### config.mk
export PLATFORM = sky130hd
export DESIGN_NAME = psrd_decoder
export DESIGN_NICKNAME = d
export VERILOG_FILES = /design/src/pkg/psrd_pkg.sv /design/src/logic/psrd_decoder.sv
export VERILOG_INCLUDE_DIRS = /design/src /design/src/pkg
export SDC_FILE = /design/constraint.sdc
export NUM_CORES = 1
export LEC_CHECK = 0
export BUFFER_PORTS_ARGS = -buffer_cell sky130_fd_sc_hd__buf_2
export CAP_MARGIN = 20
export CORE_UTILIZATION = 44
export CTS_CLUSTER_SIZE = 20
export DETAILED_ROUTE_END_ITERATION = 7
export PLACE_DENSITY_LB_ADDON = 0.25
export SKIP_LAST_GASP = 1
export SLEW_MARGIN = 15
export SYNTH_ARGS = -nofsm -noshare
export SYNTH_HDL_FRONTEND = slang
export SYNTH_SLANG_ARGS = --single-unit
### constraint.sdc
create_clock -name clock_i -period 1.05 [get_ports clock_i]
set_input_delay 0.1575 -clock clock_i [delete_from_list [all_inputs] [get_ports clock_i]]
set_output_delay 0.1575 -clock clock_i [all_outputs]
set_load 0.02 [all_outputs]
### src/pkg/psrd_regs.svh
// Offsets, field positions, reset values and strap codes of the strap ratio decoder
`ifndef PSRD_REGS_SVH
`define PSRD_REGS_SVH

// Register map on the plain register port
`define PSRD_CFG_OFS        4'h0
`define PSRD_STAT_OFS       4'h1
`define PSRD_CTRL_OFS       4'h2

// Strap field positions inside the clock select config register
`define PSRD_CFG_RATIO_LSB  0
`define PSRD_CFG_RATIO_MSB  4
`define PSRD_CFG_BAND_LSB   5
`define PSRD_CFG_BAND_MSB   6

// Control register: bit 0 requests a strap re-capture
`define PSRD_CTRL_RECAP_BIT 0
`define PSRD_CTRL_RST       8'h00

// Band strap codes
`define PSRD_BAND_HIGH      2'h0
`define PSRD_BAND_LOW       2'h2

// Ratio strap codes
`define PSRD_RATIO_OFF0     5'h00
`define PSRD_RATIO_OFF1     5'h01
`define PSRD_RATIO_BYP0     5'h02
`define PSRD_RATIO_BYP1     5'h03
`define PSRD_RATIO_HALF_LO  5'h04
`define PSRD_RATIO_HALF_HI  5'h13
`define PSRD_RATIO_INT_LO   5'h14
`define PSRD_RATIO_INT_HI   5'h1E
`define PSRD_RATIO_OFF2     5'h1F
`define PSRD_RATIO_UNSUP_HI 5'h05
`define PSRD_INT_BASE       5'h0A

`endif

### src/pkg/psrd_pkg.sv
// Types shared by the strap ratio decoder
package psrd_pkg;

   typedef enum logic [1:0] {
      PSRD_BAND_GE600 = 2'h0,
      PSRD_BAND_LT600 = 2'h1,
      PSRD_BAND_RSVD  = 2'h3
   } psrd_band_t;

   typedef enum logic [1:0] {
      PSRD_MODE_OFF    = 2'h0,
      PSRD_MODE_BYPASS = 2'h1,
      PSRD_MODE_PLL    = 2'h3
   } psrd_mode_t;

   // Decoded clock setup handed to the clock generation logic
   typedef struct packed {
      psrd_mode_t  mode;
      logic        clock_off;
      logic        bypass;
      logic        bus_one_to_one;
      logic [4:0]  mult_int;
      logic        mult_half;
      logic        unsupported;
      psrd_band_t  band;
      logic        band_reserved;
   } psrd_clk_cfg_t;

   // Raw strap capture
   typedef struct packed {
      logic [1:0] vco_band_strap;
      logic [4:0] core_bus_ratio;
   } psrd_strap_t;

endpackage

### src/logic/psrd_decoder.sv
// Strap ratio decoder: captures straps after hard reset releases and decodes the core clock setup
//
// Implementation choices: strobed register access and the register addresses.
`timescale 1ns/1ns
`include "psrd_regs.svh"

module psrd_decoder (
   // Clock and reset
   input  wire logic                    clock_i,
   input  wire logic                    sys_rst_i,
   // Board straps
   input  wire psrd_pkg::psrd_strap_t   strap_i,
   // Register port
   input  wire logic [3:0]              reg_addr_i,
   input  wire logic [7:0]              reg_wdata_i,
   input  wire logic                    reg_wr_i,
   input  wire logic                    reg_rd_i,
   output logic      [7:0]              reg_rdata_o,
   // Decoded setup to clock generation
   output psrd_pkg::psrd_clk_cfg_t      clk_cfg_o,
   output logic                         primary_pll_sel_o
);
   import psrd_pkg::*;

   typedef enum logic [1:0] {
      PSRD_ST_RESET   = 2'b00,
      PSRD_ST_CAPTURE = 2'b01,
      PSRD_ST_RUN     = 2'b11
   } psrd_state_t;

   psrd_state_t   state_q,  state_d;
   psrd_strap_t   strap_q,  strap_d;
   psrd_clk_cfg_t cfg_q,    cfg_d;
   logic [7:0]    rdata_q,  rdata_d;
   logic          recap_q,  recap_d;

   // Shared strap decode, used for the captured output and status read
   function automatic psrd_clk_cfg_t psrd_decode(input psrd_strap_t s);
      psrd_clk_cfg_t c;
      logic [4:0]    r;
      c = '0;
      r = s.core_bus_ratio;
      c.mode = PSRD_MODE_PLL;
      case (s.vco_band_strap)
         `PSRD_BAND_HIGH: c.band = PSRD_BAND_GE600;
         `PSRD_BAND_LOW:  c.band = PSRD_BAND_LT600;
         default: begin
            c.band          = PSRD_BAND_RSVD;
            c.band_reserved = 1'b1;
         end
      endcase
      if (r == `PSRD_RATIO_OFF0 || r == `PSRD_RATIO_OFF1 || r == `PSRD_RATIO_OFF2) begin
         c.mode      = PSRD_MODE_OFF;
         c.clock_off = 1'b1;
      end else if (r == `PSRD_RATIO_BYP0 || r == `PSRD_RATIO_BYP1) begin
         // Bypass is a manufacturing mode; timing is not guaranteed there
         c.mode           = PSRD_MODE_BYPASS;
         c.bypass         = 1'b1;
         c.bus_one_to_one = 1'b1;
         c.mult_int       = 5'h01;
      end else if (r <= `PSRD_RATIO_HALF_HI) begin
         c.mult_int    = {1'b0, r[4:1]};
         c.mult_half   = r[0];
         // Flagged only; the board is expected to avoid these codes
         c.unsupported = (r <= `PSRD_RATIO_UNSUP_HI);
      end else begin
         c.mult_int = 5'(r - `PSRD_INT_BASE);
      end
      return c;
   endfunction

   // Control sequence: straps are caught in the second cycle after reset releases
   always_comb begin
      state_d = state_q;
      strap_d = strap_q;
      cfg_d   = cfg_q;
      case (state_q)
         PSRD_ST_RESET: begin
            state_d = PSRD_ST_CAPTURE;
         end
         PSRD_ST_CAPTURE: begin
            strap_d = strap_i;
            cfg_d   = psrd_decode(strap_i);
            state_d = PSRD_ST_RUN;
         end
         PSRD_ST_RUN: begin
            if (recap_q) begin
               state_d = PSRD_ST_CAPTURE;
            end
         end
         default: begin
            state_d = PSRD_ST_RESET;
         end
      endcase
   end

   always_ff @(posedge clock_i) begin
      if (sys_rst_i) begin
         state_q <= PSRD_ST_RESET;
         strap_q <= '0;
         cfg_q   <= '0;
      end else begin
         state_q <= state_d;
         strap_q <= strap_d;
         cfg_q   <= cfg_d;
      end
   end

   // Register port
   always_comb begin
      rdata_d = 8'h00;
      recap_d = 1'b0;
      if (reg_wr_i && reg_addr_i == `PSRD_CTRL_OFS) begin
         recap_d = reg_wdata_i[`PSRD_CTRL_RECAP_BIT];
      end
      if (reg_rd_i) begin
         case (reg_addr_i)
            `PSRD_CFG_OFS:  rdata_d = {1'b0, strap_q};
            `PSRD_STAT_OFS: rdata_d = {cfg_q.mult_int, cfg_q.mult_half,
                                       cfg_q.bypass, cfg_q.clock_off};
            default:        rdata_d = 8'h00;
         endcase
      end
   end

   always_ff @(posedge clock_i) begin
      if (sys_rst_i) begin
         rdata_q <= 8'h00;
         recap_q <= 1'b0;
      end else begin
         rdata_q <= rdata_d;
         recap_q <= recap_d;
      end
   end

   assign reg_rdata_o       = rdata_q;
   assign clk_cfg_o         = cfg_q;
   assign primary_pll_sel_o = 1'b1;

endmodule

==> metrics.yaml <==
outcome:
  status: "finished with violations"
  violations: "negative setup slack"
yosys:
  syn_area_mm2: 0.00139
  synthFlopType: "dfxtp_1"
  synth-edff-count: 0
  ys_ff_latch: 31
  yosysTopAreaCell: "dfxtp_1"
  syn_nets: 187
  synth_top_cell_area_share: 0.448
  yosysSeqAreaShare: 0.448
  synth.avg_cell_area_um2: 8.66
  synth.distinct_cells: 41
  synthTopCellsByArea: "dfxtp_1 45%, nand2_1 6.8%, a21oi_1 6.1%"
  yosysMostFrequentCell: "dfxtp_1"
  synthCells: 160
  synth-async-reset-ratio: 0
  synth_common_cells: "31 x dfxtp_1, 25 x nand2_1, 17 x a21oi_1, 13 x nor2_1, 8 x nand3_1"
  synth_warnings: 0
cells_and_area:
  final_area_mm2: 0.00195
  syn_to_final_growth_pct: 41.0
  n_antenna_cell: 0
  fin_nets: 247
  finish.utilization: 0.679
  drive_gt1_frac: 0.475
timing:
  finClkSkew_ns: 0.00729
  rsz0062_at_grt: "yes"
  fin_setup_tns_ns: -0.182
  fin_crit_sh: 1.11
  period_needed_ns: 1.16
  hold_viol: 0
  fmax_mhz: 860
  setup_viol_count_final: 5
  setup_ws_ns: -0.112
  final_max_slew_viol_count: 0
cts:
  cts_tree: "yes"
  cts_sinks: 31
  cts_hold_buf: 0
  clockBufferDepth: 2
  cts_root_buffer: "clkbuf_4"
  cts.htree.levels: 2
  clk_transition_reported_paths_ns: 0.10
  cts_buffers: 5
  clock_latency_ns: 0.33
drt:
  num_vias: 1390
  wire_per_inst_um: 12.9
  final_antenna_net_count: 0
  first_pass_iters: 4
  post_drt_via_cell_ratio: 5.29
  drc_errors: 0
  wl_um: 3400
  drtIter0Drc: 50
placed_design:
  portBuffers: 38
  dp_hpwl_um: 2540
  gp_congestion: 0.873
  placed_area_mm2: 0.00177
global_routing:
  antenna_found_initial: 0
  grt_max_degree: 12
  grt.total_usage: 0.216
  grt_pass1_wl_um: 5450
  grt_pass1_vias: 1199
  overflow: 0
floorplan:
  start_util: 0.482
  die-width_um: 58.1
  core_area_mm2: 0.00288
  die-area_mm2: 0.00338
  fp.dieH_um: 58.1
  rows: 19
  ioPinCount: 47
hold_path:
  whs_path_depth: 2
  holdCritPathClass: "in -> reg"
  holdPathEnd: "recap_q"
  holdCritStartpoint: "reg_addr_i[0]"
worst_setup_path:
  slowest_delay_ns: 0.48
  crit_slowest_cell: "or4b_4"
  critPathMaxFanout: 4
  crit_type: "reg -> reg"
  reg2reg_depth: 3
  path_cells: "nand2b_4, or4b_4, a21oi_2"
  r2r-end: "clk_cfg_o[9]"
  timing.rr.start: "state_q[1]"
  cp-end-kind: "register"
  arrival_ns: 1.44
  cp.required_ns: 1.33
  start_kind: "register"
  reg2reg_slack_ns: -0.11
pwr:
  p_total_mw: 2.40
  leakage_nw: 0.865
  ir_drop_mv: 0.687
  power_per_cell_area_mw_per_mm2: 1230
flow_run:
  cap_viol_max_count: 0
## what timing repair did
item / 4_1_cts / 5_1_grt
setup buffers: 1 / 0
resized for setup: 11 / 29
endpoints found under the setup margin: 24 / 27
pin swaps: 4 / 5
gates cloned: 0 / 1
## cell usage in the layout (no fill, tap or decap), types with 5 or more instances in the layout
cell,instances
buf_4,37
dfxtp_1,21
a21oi_1,14
clkbuf_4,5
buf_2,27
nand3_1,8
a22oi_1,7
nand2_1,24
dfxtp_2,7
nor2_1,13
## cell type report
type / count / area, um2
Multi-Input combinational cell: 111 / 746
Sequential cell: 31 / 641
Timing Repair Buffer: 67 / 447
Tap cell: 42 / 52.6
Clock inverter: 3 / 15.0
Fill cell: 232 / 923
Clock buffer: 5 / 37.5
Inverter: 4 / 15.0
## critical path: cells and delay by family (launching register included)
kind	cells	cell delay [ns]
AND/OR/NAND/NOR	2	0.63
flip-flops	1	0.36
AO/OA/AOI/OAI	1	0.12
## flip-flops by register name, summed over array words and instances (netlist names)
name and count:
strap_q 7, state_q 2, reg_rdata_o 8, clk_cfg_o 13, recap_q 1
## metrics by stage
stage               hold slack [ns]  setup slack [ns]  instances
floorplan                     0.234           -0.0596        160
global placement              0.370            -0.157        253
detailed placement            0.374            -0.187        253
CTS                          0.0138            -0.114        262
global route                 0.0187            -0.145        263
finish                       0.0320            -0.112        263
## worst max-delay path by stage
stage / slack, ns / depth (start not counted) / startpoint / to
finish: -0.11 / 3 / state_q[1] / clk_cfg_o[9]
global route: -0.14 / 3 / state_q[1] / clk_cfg_o[9]
CTS: -0.11 / 3 / state_q[1] / clk_cfg_o[9]
detailed placement: -0.19 / 5 / strap_i[1] / clk_cfg_o[7]
global placement: -0.16 / 4 / strap_i[3] / clk_cfg_o[11]
floorplan: -0.06 / 3 / state_q[1] / clk_cfg_o[9]
## report_power, final
group	total [mW]	internal [mW]	switching, mW	leakage (nW)
Sequential	1.27	1.23	0.0396	0.258
Clock	0.647	0.248	0.399	0.0347
Combinational	0.484	0.224	0.261	0.573
## routing by layer
metal,GRT usage,part of all wire,vias to the layer above
met5,0,0,-
met4,0.105,0.024,0
met3,0.0558,0.046,9
met2,0.325,0.48,40
met1,0.287,0.45,659
li1,-,-,682
## logic make-up (layout without fill, tap and decap cells)
kind of cell,count (synthesis),in the layout,share of synthesized area
compound gates,44,44,0.210
fa+ha+maj,4,4,0.0361
buf+inv,18,79,0.0695
flops,31,31,0.448
mux,1,1,0.00723
other cells,1,1,0.00271
simple gates,61,61,0.226
(Power assumes the default switching activity.)
